--- src/core/fcx_map.svh ---
// Offsets, field positions, reset values and timing counts for the FIFO array controller.
`ifndef FCX_MAP_SVH
`define FCX_MAP_SVH

// ----------------------------------------------------------------------------
// Register offsets (word index on the command port)
// ----------------------------------------------------------------------------
`define FCX_REG_CTRL        4'h0
`define FCX_REG_STATUS      4'h1
`define FCX_REG_WDATA       4'h2
`define FCX_REG_RDATA       4'h3
`define FCX_REG_COUNT       4'h4

// ----------------------------------------------------------------------------
// Control register fields
// ----------------------------------------------------------------------------
`define FCX_CTRL_MODE_LSB   0
`define FCX_CTRL_RESET_BIT  2
`define FCX_CTRL_RT_BIT     3
`define FCX_CTRL_RESET_VAL  32'h0000_0000

// ----------------------------------------------------------------------------
// Status register fields
// ----------------------------------------------------------------------------
`define FCX_ST_EMPTY_BIT    0
`define FCX_ST_HALF_BIT     1
`define FCX_ST_FULL_BIT     2
`define FCX_ST_BUSY_BIT     3
`define FCX_ST_RDV_BIT      4
`define FCX_ST_REFUSED_BIT  5

// ----------------------------------------------------------------------------
// Pulse timing, slowest grade, in ns and in 10 ns cycles
// ----------------------------------------------------------------------------
`define FCX_CLK_NS          10
`define FCX_T_PW_NS         80
`define FCX_T_REC_NS        20
`define FCX_T_XI_NS         80
`define FCX_PW_CYC          ((`FCX_T_PW_NS + `FCX_CLK_NS - 1) / `FCX_CLK_NS)
`define FCX_REC_CYC         ((`FCX_T_REC_NS + `FCX_CLK_NS - 1) / `FCX_CLK_NS)
`define FCX_XI_CYC          ((`FCX_T_XI_NS + `FCX_CLK_NS - 1) / `FCX_CLK_NS)

`endif

--- src/core/fcx_pkg.sv ---
// Types shared by the FIFO array controller.
package fcx_pkg;

    // ------------------------------------------------------------------------
    // Array configuration and strobe sequencer states
    // ------------------------------------------------------------------------
    typedef enum logic [1:0] {
        FCX_MODE_SINGLE = 2'b00,
        FCX_MODE_WIDTH  = 2'b01,
        FCX_MODE_DEPTH  = 2'b10,
        FCX_MODE_BOTH   = 2'b11
    } fcx_mode_e;

    typedef enum logic [2:0] {
        FCX_IDLE  = 3'b000,
        FCX_PULSE = 3'b001,
        FCX_REC   = 3'b011,
        FCX_DONE  = 3'b010
    } fcx_state_e;

    typedef enum logic [1:0] {
        FCX_OP_WRITE = 2'b00,
        FCX_OP_READ  = 2'b01,
        FCX_OP_RESET = 2'b10,
        FCX_OP_RT    = 2'b11
    } fcx_op_e;

endpackage

--- src/core/fcx_sync.sv ---
// Two-stage synchroniser bank for the status flags of the FIFO array.
`timescale 1ns/1ps
module fcx_sync #(
    parameter int WIDTH = 3
) (
    // Clock and reset
    input  wire logic             ref_clk,
    input  wire logic             reset,
    // Asynchronous inputs and their synchronised copies
    input  wire logic [WIDTH-1:0] async_in,
    output logic      [WIDTH-1:0] sync_out
);

    logic [WIDTH-1:0] meta_q;

    // The first stage feeds only the second one; flags reset to inactive high.
    always_ff @(posedge ref_clk) begin
        if (reset) begin
            meta_q   <= '1;
            sync_out <= '1;
        end else begin
            meta_q   <= async_in;
            sync_out <= meta_q;
        end
    end

endmodule

--- src/core/fcx_ctrl.sv ---
// Controller that drives a chained or widened array of nine-bit FIFO devices.
//
// The implementer's own choices: the placing of the registers and the plain strobed port.
`timescale 1ns/1ps
`include "fcx_map.svh"
module fcx_ctrl
    import fcx_pkg::*;
#(
    parameter int STAGES = 3,
    parameter int DEPTH  = 512,
    parameter int DW     = 9,
    parameter int PW_CYC = `FCX_PW_CYC,
    parameter int RC_CYC = `FCX_REC_CYC
) (
    // Clock and reset
    input  wire logic              ref_clk,
    input  wire logic              reset,
    // Command port
    input  wire logic [3:0]        cmd_addr,
    input  wire logic [31:0]       cmd_wdata,
    input  wire logic              cmd_wr,
    input  wire logic              cmd_rd,
    output logic      [31:0]       cmd_rdata,
    // Device strobes, shared by every slice of a row
    output logic                   write_n,
    output logic                   read_n,
    output logic                   fifo_reset_n,
    output logic                   retransmit_request_n,
    // Chain straps
    output logic      [STAGES-1:0] first_load_select,
    output logic                   expansion_input_n,
    // Data pins
    output logic      [DW-1:0]     data_out,
    output logic                   data_out_oe,
    input  wire logic [DW-1:0]     data_in,
    // Per-device empty and full flags and one half-full flag, active low
    input  wire logic [STAGES-1:0] empty_flag_n,
    input  wire logic [STAGES-1:0] full_flag_n,
    input  wire logic              half_full_flag_n
);

    localparam int FW = 2 * STAGES + 1;
    localparam int CW = $clog2(STAGES * DEPTH + 1);
    localparam int TW = 8;

    // ------------------------------------------------------------------------
    // Flag synchronisers
    // ------------------------------------------------------------------------
    logic [FW-1:0] flags_s;
    logic [DW-1:0] din_s;

    // Every device keeps its own empty and full pins; they meet only after this bank.
    fcx_sync #(.WIDTH(FW)) u_sync (
        .ref_clk  (ref_clk),
        .reset    (reset),
        .async_in ({half_full_flag_n, full_flag_n, empty_flag_n}),
        .sync_out (flags_s)
    );

    // The read bus settles long before capture, so two stages cost no data.
    fcx_sync #(.WIDTH(DW)) u_din_sync (
        .ref_clk  (ref_clk),
        .reset    (reset),
        .async_in (data_in),
        .sync_out (din_s)
    );

    // ------------------------------------------------------------------------
    // Registers
    // ------------------------------------------------------------------------
    fcx_mode_e        mode_q;
    fcx_state_e       state_q,   state_d;
    fcx_op_e          op_q;
    logic [TW-1:0]    tmr_q;
    logic [DW-1:0]    wdata_q;
    logic [DW-1:0]    rdata_q;
    logic             rdv_q;
    logic             refused_q;
    logic [CW-1:0]    count_q;

    // ------------------------------------------------------------------------
    // Flag decode
    // ------------------------------------------------------------------------
    // Rows of chains decode like one chain; only the depth bit matters here.
    wire chained    = mode_q[1];
    // The active-low pins are ORed, so the chain reads empty or full only when
    // every stage does; a stage without the token must not stall the array.
    wire any_empty  = ~|flags_s[STAGES-1:0];
    wire any_full   = ~|flags_s[2*STAGES-1:STAGES];
    // One device speaks for the group in single and width modes.
    wire dev_empty  = chained ? any_empty : ~flags_s[0];
    wire dev_full   = chained ? any_full : ~flags_s[STAGES];
    wire dev_half   = chained ? 1'b0 : ~flags_s[FW-1];
    wire idle       = (state_q == FCX_IDLE);

    // Command decode.
    wire wr_ctrl    = cmd_wr && cmd_addr == `FCX_REG_CTRL;
    wire wr_wdata   = cmd_wr && cmd_addr == `FCX_REG_WDATA;
    wire rd_rdata   = cmd_rd && cmd_addr == `FCX_REG_RDATA;
    wire req_reset  = wr_ctrl && cmd_wdata[`FCX_CTRL_RESET_BIT];
    wire req_rt     = wr_ctrl && cmd_wdata[`FCX_CTRL_RT_BIT];
    // Write and read strobes are gated on the flags; a refused request is reported, not queued.
    wire ok_write   = wr_wdata && !dev_full;
    wire ok_read    = rd_rdata && !dev_empty;
    wire ok_rt      = req_rt && !chained;
    wire start      = idle && (req_reset || ok_rt || ok_write || ok_read);
    wire refuse     = (wr_wdata && (dev_full || !idle)) || (rd_rdata && (dev_empty || !idle))
                      || (req_rt && (chained || !idle)) || (req_reset && !idle);

    function automatic fcx_op_e pick_op(input logic rs, input logic rt, input logic wr);
        if (rs)
            return FCX_OP_RESET;
        else if (rt)
            return FCX_OP_RT;
        else if (wr)
            return FCX_OP_WRITE;
        else
            return FCX_OP_READ;
    endfunction

    // ------------------------------------------------------------------------
    // Strobe sequencer: pulse for the minimum width, then recover.
    // ------------------------------------------------------------------------
    always_comb begin
        state_d = state_q;
        unique case (state_q)
            FCX_IDLE:  if (start) state_d = FCX_PULSE;
            FCX_PULSE: if (tmr_q == TW'(PW_CYC - 1)) state_d = FCX_REC;
            FCX_REC:   if (tmr_q == TW'(RC_CYC - 1)) state_d = FCX_DONE;
            FCX_DONE:  state_d = FCX_IDLE;
            default:   state_d = FCX_IDLE;
        endcase
    end

    always_ff @(posedge ref_clk) begin
        if (reset) begin
            state_q <= FCX_IDLE;
            tmr_q   <= '0;
        end else begin
            state_q <= state_d;
            tmr_q   <= (state_d != state_q) ? '0 : tmr_q + TW'(1);
        end
    end

    // Operation latch and data capture.
    always_ff @(posedge ref_clk) begin
        if (reset) begin
            op_q    <= FCX_OP_WRITE;
            wdata_q <= '0;
            rdata_q <= '0;
        end else begin
            if (start)
                op_q <= pick_op(req_reset, ok_rt, ok_write);
            if (ok_write && idle)
                wdata_q <= cmd_wdata[DW-1:0];
            // Take the synchronised bus on the last pulse cycle; needs PW_CYC of 3 or more.
            if (state_q == FCX_PULSE && op_q == FCX_OP_READ && tmr_q == TW'(PW_CYC - 1))
                rdata_q <= din_s;
        end
    end

    // ------------------------------------------------------------------------
    // Pin drivers, all from flip-flops.
    // ------------------------------------------------------------------------
    wire pulsing = (state_d == FCX_PULSE);
    always_ff @(posedge ref_clk) begin
        if (reset) begin
            write_n              <= 1'b1;
            read_n               <= 1'b1;
            fifo_reset_n         <= 1'b1;
            retransmit_request_n <= 1'b1;
            data_out             <= '0;
            data_out_oe          <= 1'b0;
        end else begin
            // One shared strobe set serves every slice of the row.
            write_n              <= !(pulsing && pick_op(req_reset, ok_rt, ok_write) == FCX_OP_WRITE
                                      && idle || pulsing && !idle && op_q == FCX_OP_WRITE);
            read_n               <= !(pulsing && (idle ? pick_op(req_reset, ok_rt, ok_write)
                                      : op_q) == FCX_OP_READ);
            fifo_reset_n         <= !(pulsing && (idle ? pick_op(req_reset, ok_rt, ok_write)
                                      : op_q) == FCX_OP_RESET);
            retransmit_request_n <= !(pulsing && (idle ? pick_op(req_reset, ok_rt, ok_write)
                                      : op_q) == FCX_OP_RT);
            data_out             <= (ok_write && idle) ? cmd_wdata[DW-1:0] : wdata_q;
            data_out_oe          <= (state_d != FCX_IDLE)
                                    && ((idle && ok_write) || (!idle && op_q == FCX_OP_WRITE));
        end
    end

    // Straps follow the mode: token entry grounded standalone, first-load low on stage 0 when chained.
    always_ff @(posedge ref_clk) begin
        if (reset) begin
            expansion_input_n <= 1'b0;
            first_load_select <= '1;
        end else begin
            expansion_input_n <= chained;
            first_load_select <= chained ? {{(STAGES-1){1'b1}}, 1'b0} : '1;
        end
    end

    // ------------------------------------------------------------------------
    // Mode, occupancy and status
    // ------------------------------------------------------------------------
    wire done_op = (state_q == FCX_DONE);
    always_ff @(posedge ref_clk) begin
        if (reset) begin
            mode_q    <= FCX_MODE_SINGLE;
            count_q   <= '0;
            refused_q <= 1'b0;
            rdv_q     <= 1'b0;
        end else begin
            if (wr_ctrl && idle)
                mode_q <= fcx_mode_e'(cmd_wdata[`FCX_CTRL_MODE_LSB +: 2]);
            // Capacity is STAGES whole device depths when chained.
            if (done_op) begin
                unique case (op_q)
                    FCX_OP_WRITE: count_q <= count_q + CW'(1);
                    FCX_OP_READ:  count_q <= count_q - CW'(1);
                    FCX_OP_RESET: count_q <= '0;
                    FCX_OP_RT:    count_q <= count_q;
                endcase
            end
            // A new refusal wins over the clear by reading status.
            if (refuse)
                refused_q <= 1'b1;
            else if (cmd_rd && cmd_addr == `FCX_REG_STATUS)
                refused_q <= 1'b0;
            if (done_op && op_q == FCX_OP_READ)
                rdv_q <= 1'b1;
            else if (rd_rdata)
                rdv_q <= 1'b0;
        end
    end

    // Read data, one cycle after the strobe; unmapped reads return zero.
    always_ff @(posedge ref_clk) begin
        if (reset)
            cmd_rdata <= '0;
        else if (cmd_rd) begin
            unique case (cmd_addr)
                `FCX_REG_CTRL:   cmd_rdata <= {30'h0, mode_q};
                `FCX_REG_STATUS: cmd_rdata <= {26'h0, refused_q, rdv_q, !idle,
                                               dev_full, dev_half, dev_empty};
                `FCX_REG_RDATA:  cmd_rdata <= {{(32-DW){1'b0}}, rdata_q};
                `FCX_REG_COUNT:  cmd_rdata <= 32'(count_q);
                default:         cmd_rdata <= 32'h0000_0000;
            endcase
        end else
            cmd_rdata <= '0;
    end
endmodule

--- config.mk ---
export PLATFORM = sky130hd
export DESIGN_NAME = fcx_ctrl
export DESIGN_NICKNAME = d
export VERILOG_FILES = /design/src/core/fcx_pkg.sv /design/src/core/fcx_sync.sv /design/src/core/fcx_ctrl.sv
export VERILOG_INCLUDE_DIRS = /design/src /design/src/core
export SDC_FILE = /design/constraint.sdc
export NUM_CORES = 1
export LEC_CHECK = 0
export BUFFER_PORTS_ARGS = -buffer_cell sky130_fd_sc_hd__buf_2
export CAP_MARGIN = 30
export CORE_MARGIN = 2
export CORE_UTILIZATION = 55
export CTS_BUF_LIST = sky130_fd_sc_hd__clkbuf_16
export CTS_CLUSTER_DIAMETER = 150
export DETAILED_ROUTE_END_ITERATION = 10
export PLACE_DENSITY = 0.94
export SLEW_MARGIN = 20
export SYNTH_ARGS = -nofsm -noshare
export SYNTH_HDL_FRONTEND = slang
export SYNTH_SLANG_ARGS = --single-unit
export TNS_END_PERCENT = 100
--- constraint.sdc ---
create_clock -name ref_clk -period 4.14 [get_ports ref_clk]
set_clock_uncertainty 0.1 [all_clocks]
set_input_delay 0.828 -clock ref_clk [delete_from_list [all_inputs] [get_ports ref_clk]]
set_output_delay 0.828 -clock ref_clk [all_outputs]
set_load 0.02 [all_outputs]
After elaboration in Yosys (flattened, before gate mapping):

Cells that the tools add are included.
Widths: inputs -> output; s select.

* add/sub/neg operators: 3
* multiply operators: 0
* divide/modulo/power cells: 0
* magnitude comparators: 0
* equal/unequal tests: 17
* shift-type cells: 0
* muxes and demuxes: 19
* bitwise operators: 5
* reductions and logical operators: 61

Operators by type and width (count)
* $pmux 11 s4: 1
* $pmux 11 s3: 1
* $logic_and 1x1->1: 28
* $add 11x1->11 const B: 1
* $logic_or 1x1->1: 11
* $sub 11x1->11 const B: 1
* $logic_not 1->1: 10
* $mux 1: 9
* $mux 3: 3
* $pmux 3 s3: 1
* $add 8x1->8 const B: 1
* $eq 2x2->1 const B: 4
* $eq 4x2->1 const B: 2
* $eq 8x1->1 const B: 1
* $eq 8x3->1 const B: 1
* $mux 2: 4
* $eq 3x1->1 const B: 2
* $eq 3x2->1 const B: 2
* $reduce_or 3->1: 2
* $not 1->1: 5
* $eq 2x1->1 const B: 2
* $eq 4x1->1 const B: 1
* $eq 4x3->1 const B: 1
* $logic_not 2->1: 2
* other kinds (7): 9

* flip-flop bits (word level): 119
* latch bits: 0
* RAM bits: 0
* memory bits (read-only): 0
* input port bits: 56
* output and inout bits: 50
* logic and storage cells: 126
* memories: 0

Logic depth before layout (Yosys ltp):

Gate-level depths: netlist of run 1.

* word-level depth: 15
* depth in mapped cells: 9
* gate-level depth less buffers: 9

By module:

A second synthesis of run 1 with hierarchy kept.

* cell total of the unflattened synthesis: 424
* area, all modules: 4037.6 um^2

By module, submodules not included
* fcx_ctrl: times used 1, cells an instance 358, area an instance 3174.3 um^2, sequential area each 1281.2 um^2
* fcx_sync (u_din_sync): times used 1, cells an instance 37, area an instance 484.2 um^2, sequential area each 360.3 um^2
* fcx_sync (u_sync): times used 1, cells an instance 29, area an instance 379.1 um^2, sequential area each 280.3 um^2

Least setup slack after synthesis of run 1:

No wires, ideal clock.

* path type: register to register
* start: register op_q[1]
* end: register count_q[10]
* library setup time: 74 ps
* arrival time: 2443 ps
* required time: 3966 ps
* slack: 1523 ps
* stages on the path, launching flop included: 10
* buffers on the path: 0
* period minus slack after synthesis: 2617 ps
* path through: dfxtp_1 -> nand2b_1 -> inv_1 -> fa_1 -> a211oi_1 -> o211ai_1 -> a2111oi_2 -> nor3_1 -> or3_1 -> a31oi_1

* cells in the longest elaborated chain, start to end: 3
* elaborated cells between the ends (all ways): 7
* classes of those cells: 3 x eq/ne; 1 x mux; 1 x bitwise; 2 x reduce/logical

Ends and longest elaborated chain
* start, declared: line fcx_ctrl.sv:73 `fcx_op_e op_q;`
* start signal, assigned: line fcx_ctrl.sv:153 `op_q <= pick_op(req_reset, ok_rt, ok_write);`
* branches (longest 3 deep; another with $pmux 11 s3)
* end signal, assigned: line fcx_ctrl.sv:217 `FCX_OP_WRITE: count_q <= count_q + CW'(1);`
* end signal, assigned: line fcx_ctrl.sv:218 `FCX_OP_READ: count_q <= count_q - CW'(1);`
* end signal, assigned: line fcx_ctrl.sv:220 `FCX_OP_RT: count_q <= count_q;`
* end, declared: line fcx_ctrl.sv:79 `logic [CW-1:0] count_q;`

Several ways; the timed one is not identified.
A chain may end at the register's enable or synchronous reset.

Worst setup path after layout of run 1:

Ends and elaborated chain as after synthesis.

==> results of run 1 <==
-- through the flow --
step | power [W] | instance area (um^2)
6_report | 0.001802 | 4576
5_1_grt | 0.001864 | 4576
4_1_cts | 0.001808 | 4576
3_5_place_dp | 0.001071 | 4304
3_3_place_gp | 0.001066 | 4304
2_1_floorplan | 0.001056 | 4096
-- routing by layer --
| metal | GRT usage (%) | share of wire (%) | vias up |
|---|---|---|---|
| met5 | 0 | 0 | - |
| met4 | 12.75 | 4.0 | 0 |
| met3 | 6.279 | 8.0 | 41 |
| met2 | 38.65 | 50 | 186 |
| met1 | 24.03 | 38 | 1463 |
| li1 | - | - | 1521 |
-- logic make-up after synthesis --
kind of cell,after synthesis
compound gates,71
xor+xnor,12
fa+ha+maj,12
buf+inv,46
flops,96
mux,23
other cells,2
simple gates,160
-- cell usage in the layout (no fill, tap or decap), types with 8 or more instances in the layout --
cell	netlist	routed
a21oi_1	21	21
a22oi_1	14	14
buf_2	1	59
clkbuf_16	0	9
conb_1	2	24
dfxtp_1	96	96
ha_1	11	11
inv_1	10	10
mux2i_1	22	22
nand2_1	23	23
nand3_1	11	11
nor2_1	48	48
o21ai_0	8	8
or2_2	33	33
xor2_1	9	9
-- final timing paths --
kind,slack (ns),cells after the start,end,from
worst max-delay path,1.14,9,count_q[10]$_SDFFE_PP0P_,op_q[1]$_SDFFE_PP0P_
worst min-delay path,0.31,1,u_din_sync.sync_out[2]$_SDFF_PP1_,u_din_sync.meta_q[2]$_SDFF_PP1_
worst max register to register,1.14,9,count_q[10]$_SDFFE_PP0P_,op_q[1]$_SDFFE_PP0P_
worst min register to register,0.31,1,u_din_sync.sync_out[2]$_SDFF_PP1_,u_din_sync.meta_q[2]$_SDFF_PP1_
-- report_power, final --
part	total, W	internal [W]	switching (W)
Combinational	0.000104	0.0000363	0.0000672
Clock	0.000749	0.000405	0.000344
Sequential	0.000949	0.000942	0.00000726
Total	0.00180	0.00138	0.000418
-- layout make-up --
class	instances	area share (%)
Clock buffer	9	4.922
Clock inverter	7	1.012
Inverter	10	0.8203
Multi-Input combinational cell	302	41.76
Sequential cell	96	42.00
Tap cell	99	2.707
Timing Repair Buffer	61	6.782
-- worst reg2reg max path, cell delays in order, from the launching register on --
cell       delay (ns)
dfxtp_1          0.42
nand2b_1         0.27
inv_1            0.27
fa_1             0.49
a211oi_1         0.30
o211ai_1         0.20
a2111oi_2        0.34
nor3_1           0.11
or3_1            0.31
a31oi_1          0.12
-- sequential cells by signal, indices dropped and copies added, names as in the netlist, 3 cells and up --
signal	count
tmr_q	8
u_sync.sync_out	7
state_q	3
u_din_sync.meta_q	9
cmd_rdata	11
rdata_q	9
u_din_sync.sync_out	9
count_q	11
data_out	9
u_sync.meta_q	7
==> impl_metrics.json, run 1 <==
{
  "status": "complete, no violations",
  "yosys_warnings": 0,
  "first_pass_iters": 5,
  "post_cts_buffers": 0,
  "wl_per_cell_um": 14.19,
  "fp.dieH_um": 89.43,
  "grt_max_degree": 63,
  "rsz0062_at_grt": "no",
  "ir_drop_mv": 0.2850,
  "synth_top_area_share_pct": 47.88,
  "whs_ns": 0.3057,
  "stdcell_count": 584,
  "end_kind": "flop",
  "maxSlewViolCount": 0,
  "first_global_vias": 3053,
  "start_kind": "flop",
  "worstPathRequired_ns": 4.31,
  "cts_max_level": 3,
  "clkTransAtPathRegs_ns": 0.06,
  "crit_arrival_ns": 3.17,
  "yosys.area_share.simple_pct": 21.07,
  "synth_area_leaders": "dfxtp_1 48%, mux2i_1 5.5%, or2_2 5.1%, buf_4 4.5%, nor2_1 4.5%",
  "synth_edf_count": 0,
  "timing.fmax_ghz": 0.3332,
  "vias": 3211,
  "drive_above_1_share_pct": 24.95,
  "drtIter0Drc": 277,
  "grt_util_all_layers_pct": 22.19,
  "dpl.cell_count": 568,
  "leakagePower_nw": 1.999,
  "hold_buffers": 0,
  "die-area_mm2": 0.007997,
  "hold_class": "reg2reg",
  "nets": 548,
  "syn_inst": 422,
  "clock-root-buffer": "clkbuf_16",
  "path_delay_family": "compound AO/OA/AOI/OAI gates",
  "cp_slowest_cell": "fa_1",
  "synth_xor_area_share_pct": 2.618,
  "worst_slew_pin_slew_ns": 0.9812,
  "multiInputGateArea_mm2": 0.001911,
  "fin_setup_tns_ns": 0,
  "setup_violations": 0,
  "ys_seq_area_share_pct": 47.88,
  "detail-route-antenna-nets": 0,
  "cp_max_fo": 11,
  "gp_congestion": 0.8495,
  "rows": 31,
  "diodes": 0,
  "fin_crit_sh_pct": 72.50,
  "crit_chain": "nand2b_1, inv_1, fa_1, a211oi_1, o211ai_1, a2111oi_2, nor3_1, or3_1, a31oi_1",
  "grt_pass1_wl_um": 13610,
  "area_delta_synth_final_pct": 14.00,
  "cts_sinks": 96,
  "coreArea_mm2": 0.007176,
  "dpl_worst_slack_ns": 1.221,
  "synthAdderAreaFrac_pct": 3.928,
  "power_density_mw_per_mm2": 393.8,
  "seq_area_mm2": 0.001922,
  "die_w_um": 89.43,
  "synth_area_mm2": 0.004014,
  "synthFlopType": "dfxtp_1",
  "route.detailed.drc": 0,
  "cts_resized": 0,
  "max_cap_violations": 0,
  "min_period_ns": 3.001,
  "initial_utilization_pct": 55.94,
  "antenna_found_initial": 0,
  "viasPerCell": 5.498,
  "num-fill-cells": 541,
  "finalHoldViolCount": 0,
  "cts_tree": "built",
  "clock_latency_ns": 0.34,
  "wl_um": 8289,
  "synth_top_area_cell": "dfxtp_1",
  "worst-path-buf-inv": 1,
  "relSlewSlack_pct": 34.23,
  "synth-async-reset-ratio_pct": 0,
  "synth_compound_area_share_pct": 11.97,
  "portBuffers": 59,
  "hpwl_um": 5692,
  "cpPeakStageDelay_ns": 0.49,
  "ys_top_cells_by_count": "96 x dfxtp_1, 48 x nor2_1, 33 x or2_2",
  "crit_type": "reg2reg",
  "clockBufferDepth": 2,
  "overflow": 0,
  "synth_mux_area_share_pct": 5.767,
  "synth_top_family_by_area": "simple AND/OR/NAND/NOR gates",
  "design.portCount": 106,
  "synth_area_per_cell_um2": 9.511,
  "cts_buffers": 9,
  "ys_ff_latch": 96,
  "yosysMostFrequentCell": "dfxtp_1",
  "layout_setup_ws_ns": 1.139,
  "post-route-util_pct": 63.77,
  "ys_types": 52
}
Power figures use the tool's default switching activity.
==> run 2: changes to the inputs <==
--- a/config.mk
+++ b/config.mk
@@ -9,11 +9,11 @@
 export BUFFER_PORTS_ARGS = -buffer_cell sky130_fd_sc_hd__buf_2
 export CAP_MARGIN = 30
 export CORE_MARGIN = 2
-export CORE_UTILIZATION = 55
+export CORE_UTILIZATION = 47
 export CTS_BUF_LIST = sky130_fd_sc_hd__clkbuf_16
 export CTS_CLUSTER_DIAMETER = 150
 export DETAILED_ROUTE_END_ITERATION = 10
-export PLACE_DENSITY = 0.94
+export PLACE_DENSITY = 0.86
 export SLEW_MARGIN = 20
 export SYNTH_ARGS = -nofsm -noshare
 export SYNTH_HDL_FRONTEND = slang
==> constraint.sdc (replaced) <==
create_clock -name ref_clk -period 2.5 [get_ports ref_clk]
set_clock_uncertainty 0.1 [all_clocks]
set_input_delay 0.5 -clock ref_clk [delete_from_list [all_inputs] [get_ports ref_clk]]
set_output_delay 0.5 -clock ref_clk [all_outputs]
set_load 0.02 [all_outputs]
==> impl_metrics.json, run 2 (same netlist as run 1, synthesis figures left out) <==
{
  "coreArea_mm2": 0.008258,
  "clock-root-buffer": "clkbuf_16",
  "crit_type": "reg2reg",
  "ir_drop_mv": 0.4772,
  "cts_sinks": 96,
  "diodes": 0,
  "antenna_found_initial": 0,
  "first_pass_iters": 5,
  "num-fill-cells": 684,
  "portBuffers": 59,
  "cp_max_fo": 10,
  "met3_usage_pct": 4.965,
  "area_delta_synth_final_pct": 18.67,
  "hold_buffers": 0,
  "fp.dieH_um": 96.41,
  "cts_tree": "built",
  "met1_usage_pct": 21.14,
  "final_common_cell": "dfxtp_1",
  "cts_buffers": 9,
  "timing.fmax_ghz": 0.4076,
  "wl_um": 8401,
  "crit_arrival_ns": 2.62,
  "clock_latency_ns": 0.34,
  "grt_max_degree": 62,
  "max_cap_violations": 0,
  "placed_cell_area_mm2": 0.004412,
  "start_kind": "flop",
  "finalHoldViolCount": 0,
  "layout_common_cells": "95 x dfxtp_1, 59 x buf_2, 48 x nor2_1",
  "status": "complete, no violations",
  "fin_crit_sh_pct": 98.14,
  "design.portCount": 106,
  "die-area_mm2": 0.009295,
  "hpwl_um": 5895,
  "maxSlewViolCount": 0,
  "hold_class": "in2reg",
  "route.detailed.drc": 0,
  "die_w_um": 96.41,
  "power_density_mw_per_mm2": 666.2,
  "rsz0062_at_grt": "yes",
  "first_global_vias": 2970,
  "cp_slowest_cell": "a2111oi_2",
  "cts_max_level": 3,
  "initial_utilization_pct": 48.61,
  "wl_per_cell_um": 13.91,
  "clockBufferDepth": 2,
  "nets": 563,
  "clkTransAtPathRegs_ns": 0.07,
  "grt_util_all_layers_pct": 18.76,
  "grt_pass1_wl_um": 13370,
  "reg_top3": "cmd_rdata x11, count_q x11",
  "viasPerCell": 5.316,
  "vias": 3211,
  "crit_chain": "nand2b_4, inv_6, fa_2, a211oi_2, o211ai_1, a2111oi_2, nor3_1, or3_1, a31oi_1",
  "drtIter0Drc": 240,
  "end_kind": "flop",
  "grt_util_met2_pct": 32.47,
  "rows": 33,
  "overflow": 0,
  "leakagePower_nw": 2.100,
  "drive_above_1_share_pct": 28.46,
  "min_period_ns": 2.454,
  "post-route-util_pct": 57.68,
  "cpPeakStageDelay_ns": 0.38,
  "grt_busiest_layer": "met2",
  "finalInstanceArea_mm2": 0.004763,
  "worstPathRequired_ns": 2.67,
  "gp_congestion": 0.8902,
  "detail-route-antenna-nets": 0,
  "setup_violations": 0
}
==> run 2: cell count changes in the layout (fill, tap and decap cells not counted), moves of 2 or more <==
cell	delta
a21oi_2	+2
buf_4	+15
a21oi_1	-2
bufinv_16	+2
==> run 2: critical path, delay by kind of cell (launching register included) <==
kind	cells	cell delay (ns)
and+or+nand+nor	3	0.55
adders and majority gates	1	0.37
buffers and inverters	1	0.06
DFF	1	0.33
AOI/OAI and AO/OA	4	0.97
==> run 2: area by class of cell <==
class / instances / area, um^2 / share of cell area [%]
clock buffer: 9 / 225.2 / 4.728
clock inverter: 6 / 85.08 / 1.786
inverter: 10 / 42.54 / 0.8931
multi-input combinational: 302 / 1933 / 40.58
sequential: 96 / 1923 / 40.37
tap: 105 / 131.4 / 2.758
timing repair buffer: 76 / 422.9 / 8.878
==> run 2: per-layer routing <==
| layer | vias up | wire length, um | part of all wire (%) |
|---|---|---|---|
| li1 | 1560 | - | - |
| met1 | 1515 | 3310 | 39 |
| met2 | 111 | 4326 | 51 |
| met3 | 25 | 505 | 6.0 |
| met4 | 0 | 259 | 3.1 |
| met5 | - | 0 | 0 |
==> run 2: report_power, final <==
part	leakage (nW)	internal (W)	switching, W	total [W]
combinational	1.16	0.0000661	0.000113	0.000179
sequential	0.783	0.00156	0.0000121	0.00157
clock	0.153	0.000868	0.000554	0.00142
==> run 2: final timing paths <==
path | from | endpoint | slack (ns) | cells after the start
max | op_q[1]$_SDFFE_PP0P_ | count_q[10]$_SDFFE_PP0P_ | 0.05 | 9
min | empty_flag_n[1] | u_sync.meta_q[1]$_SDFF_PP1_ | 0.24 | 2
max reg2reg | op_q[1]$_SDFFE_PP0P_ | count_q[10]$_SDFFE_PP0P_ | 0.05 | 9
min reg2reg | u_din_sync.meta_q[4]$_SDFF_PP1_ | u_din_sync.sync_out[4]$_SDFF_PP1_ | 0.31 | 1
==> run 2: metrics by stage <==
stage | setup TNS (ns) | std cells | power [W] | setup WS (ns) | hold WS (ns)
3_5_place_dp | 0 | 587 | 0.001779 | 0.02693 | 0.2945
4_1_cts | 0 | 602 | 0.003187 | 0.03767 | 0.2353
5_1_grt | -0.1092 | 604 | 0.003292 | -0.1092 | 0.2326
6_report | 0 | 604 | 0.003173 | 0.04647 | 0.2410
2_1_floorplan | 0 | 444 | 0.001749 | 0.02737 | 0.2895
3_3_place_gp | 0 | 587 | 0.001773 | 0.09482 | 0.2918
==> run 2: timing repair <==
action | in CTS | in global routing
gates resized for setup | 0 | 8
endpoints found under the setup margin | 0 | 2
hold endpoints to repair | 0 | 0
buffers inserted | 0 | 2
==> run 3: changes to the inputs <==
--- a/config.mk
+++ b/config.mk
@@ -8,11 +8,14 @@
 export LEC_CHECK = 0
 export BUFFER_PORTS_ARGS = -buffer_cell sky130_fd_sc_hd__buf_2
 export CAP_MARGIN = 30
+export CELL_PAD_IN_SITES_DETAIL_PLACEMENT = 0
+export CELL_PAD_IN_SITES_GLOBAL_PLACEMENT = 1
 export CORE_MARGIN = 2
-export CORE_UTILIZATION = 47
+export CORE_UTILIZATION = 35
 export CTS_BUF_LIST = sky130_fd_sc_hd__clkbuf_16
 export CTS_CLUSTER_DIAMETER = 150
 export DETAILED_ROUTE_END_ITERATION = 10
+export HOLD_SLACK_MARGIN = 0.08
 export PLACE_DENSITY = 0.86
 export SLEW_MARGIN = 20
 export SYNTH_ARGS = -nofsm -noshare
==> impl_metrics.json, run 3 (same netlist as run 1, synthesis figures left out) <==
{
  "clockBufferDepth": 2,
  "area_delta_synth_final_pct": 18.98,
  "clock_latency_ns": 0.35,
  "grt_pass1_wl_um": 13190,
  "vias": 3023,
  "cts_sinks": 96,
  "portBuffers": 59,
  "min_period_ns": 2.383,
  "fin_crit_sh_pct": 95.30,
  "initial_utilization_pct": 35.46,
  "stdcell_count": 640,
  "wl_um": 8063,
  "rows": 39,
  "die-area_mm2": 0.01234,
  "leakagePower_nw": 2.075,
  "post_cts_buffers": 0,
  "max_cap_violations": 0,
  "status": "complete, no violations",
  "finalInstanceArea_mm2": 0.004776,
  "die_w_um": 111.1,
  "drive_above_1_share_pct": 28.02,
  "cts_buffers": 9,
  "worst_slew_pin_slew_ns": 0.6504,
  "wl_per_cell_um": 12.60,
  "reg2reg_from": "op_q[1]$_SDFFE_PP0P_",
  "crit_start": "op_q[1]$_SDFFE_PP0P_",
  "hpwl_um": 6009,
  "detail-route-antenna-nets": 0,
  "design.portCount": 106,
  "timing.fmax_ghz": 0.4197,
  "first_pass_iters": 6,
  "worstPathRequired_ns": 2.68,
  "placed_cell_area_mm2": 0.004444,
  "dpl.cell_count": 623,
  "maxSlewViolCount": 0,
  "clock-root-buffer": "clkbuf_16",
  "relSlewSlack_pct": 56.31,
  "hold_depth": 2,
  "finalHoldViolCount": 0,
  "crit_arrival_ns": 2.56,
  "crit_type": "reg2reg",
  "start_kind": "flop",
  "grt_util_all_layers_pct": 13.28,
  "viasPerCell": 4.723,
  "grt_max_degree": 60,
  "ir_drop_mv": 0.3815,
  "layout_common_cells": "96 x dfxtp_1, 59 x buf_2, 48 x nor2_1",
  "hold_buffers": 0,
  "end_kind": "flop",
  "hp-start": "data_in[0]",
  "first_global_vias": 2819,
  "power_density_mw_per_mm2": 658.7,
  "cp_max_fo": 10,
  "gp_congestion": 0.8602,
  "antenna_found_initial": 1,
  "rrSetupSlack_ns": 0.12,
  "reg_top3": "cmd_rdata x11, count_q x11",
  "clkTransAtPathRegs_ns": 0.07,
  "power_w": 0.003146,
  "rsz0062_at_grt": "yes",
  "route.detailed.drc": 0,
  "fin_setup_tns_ns": 0,
  "r2r_cells": 9,
  "fp.dieH_um": 111.1,
  "coreArea_mm2": 0.01132,
  "r2r_end": "count_q[10]$_SDFFE_PP0P_",
  "setup_violations": 0,
  "drtIter0Drc": 97,
  "final_common_cell": "dfxtp_1",
  "cts_max_level": 3,
  "overflow": 0,
  "nets": 559,
  "hold_class": "in2reg",
  "holdPathEnd": "u_din_sync.meta_q[0]$_SDFF_PP1_",
  "cts_tree": "built"
}
-- run 3: report_power, final --
group / switching, W / internal [W] / leakage [nW]
Clock: 0.000604 / 0.000797 / 0.150
Sequential: 0.0000110 / 0.00156 / 0.782
Combinational: 0.000110 / 0.0000643 / 1.14
Total: 0.000725 / 0.00242 / 2.08
-- run 3: cell type report --
cell class	count	area, um^2
Antenna cell	1	2.502
Sequential cell	96	1922
Multi-Input combinational cell	302	1928
Fill cell	1138	6545
Tap cell	143	178.9
Clock inverter	7	86.33
Timing Repair Buffer	72	392.9
Inverter	10	40.04
Clock buffer	9	225.2
-- run 3: metal layers --
metal / wire length, um / global-route usage (%)
met4: 116 / 6.831
met5: 0 / 0
met3: 389 / 3.609
met1: 3436 / 15.84
met2: 4120 / 21.96
-- run 3: worst max-delay path, stage by stage (launching register included) --
cell and delay, ns:
dfxtp_1 0.31, nand2b_2 0.20, inv_4 0.13, ha_1 0.29
o211ai_1 0.22, o211ai_1 0.19, a2111oi_2 0.32, nor3_1 0.11
or3_1 0.31, a31oi_1 0.12
-- run 3: worst max path at each step --
stage                               endpoint  slack (ns)
floorplan           count_q[10]$_SDFFE_PP0P_        0.03
detailed placement  count_q[10]$_SDFFE_PP0P_       -0.01
CTS                 count_q[10]$_SDFFE_PP0P_        0.01
global placement    count_q[10]$_SDFFE_PP0P_       0.001
finish              count_q[10]$_SDFFE_PP0P_        0.12
global route        count_q[10]$_SDFFE_PP0P_       -0.07
-- run 3: timing repair --
item,4_1_cts,5_1_grt
gates resized for setup,1,4
gates cloned,0,0
setup endpoints to repair,1,4
-- run 3: stage by stage --
stage               hold WS (ns)  utilization [%]  setup slack [ns]
global route              0.2220            42.19          -0.07259
finish                    0.2330            42.19            0.1174
detailed placement        0.2932            39.26          -0.01442
CTS                       0.2193            42.05          0.009871
global placement          0.2942            39.26          0.001199
floorplan                 0.2895                -           0.02737
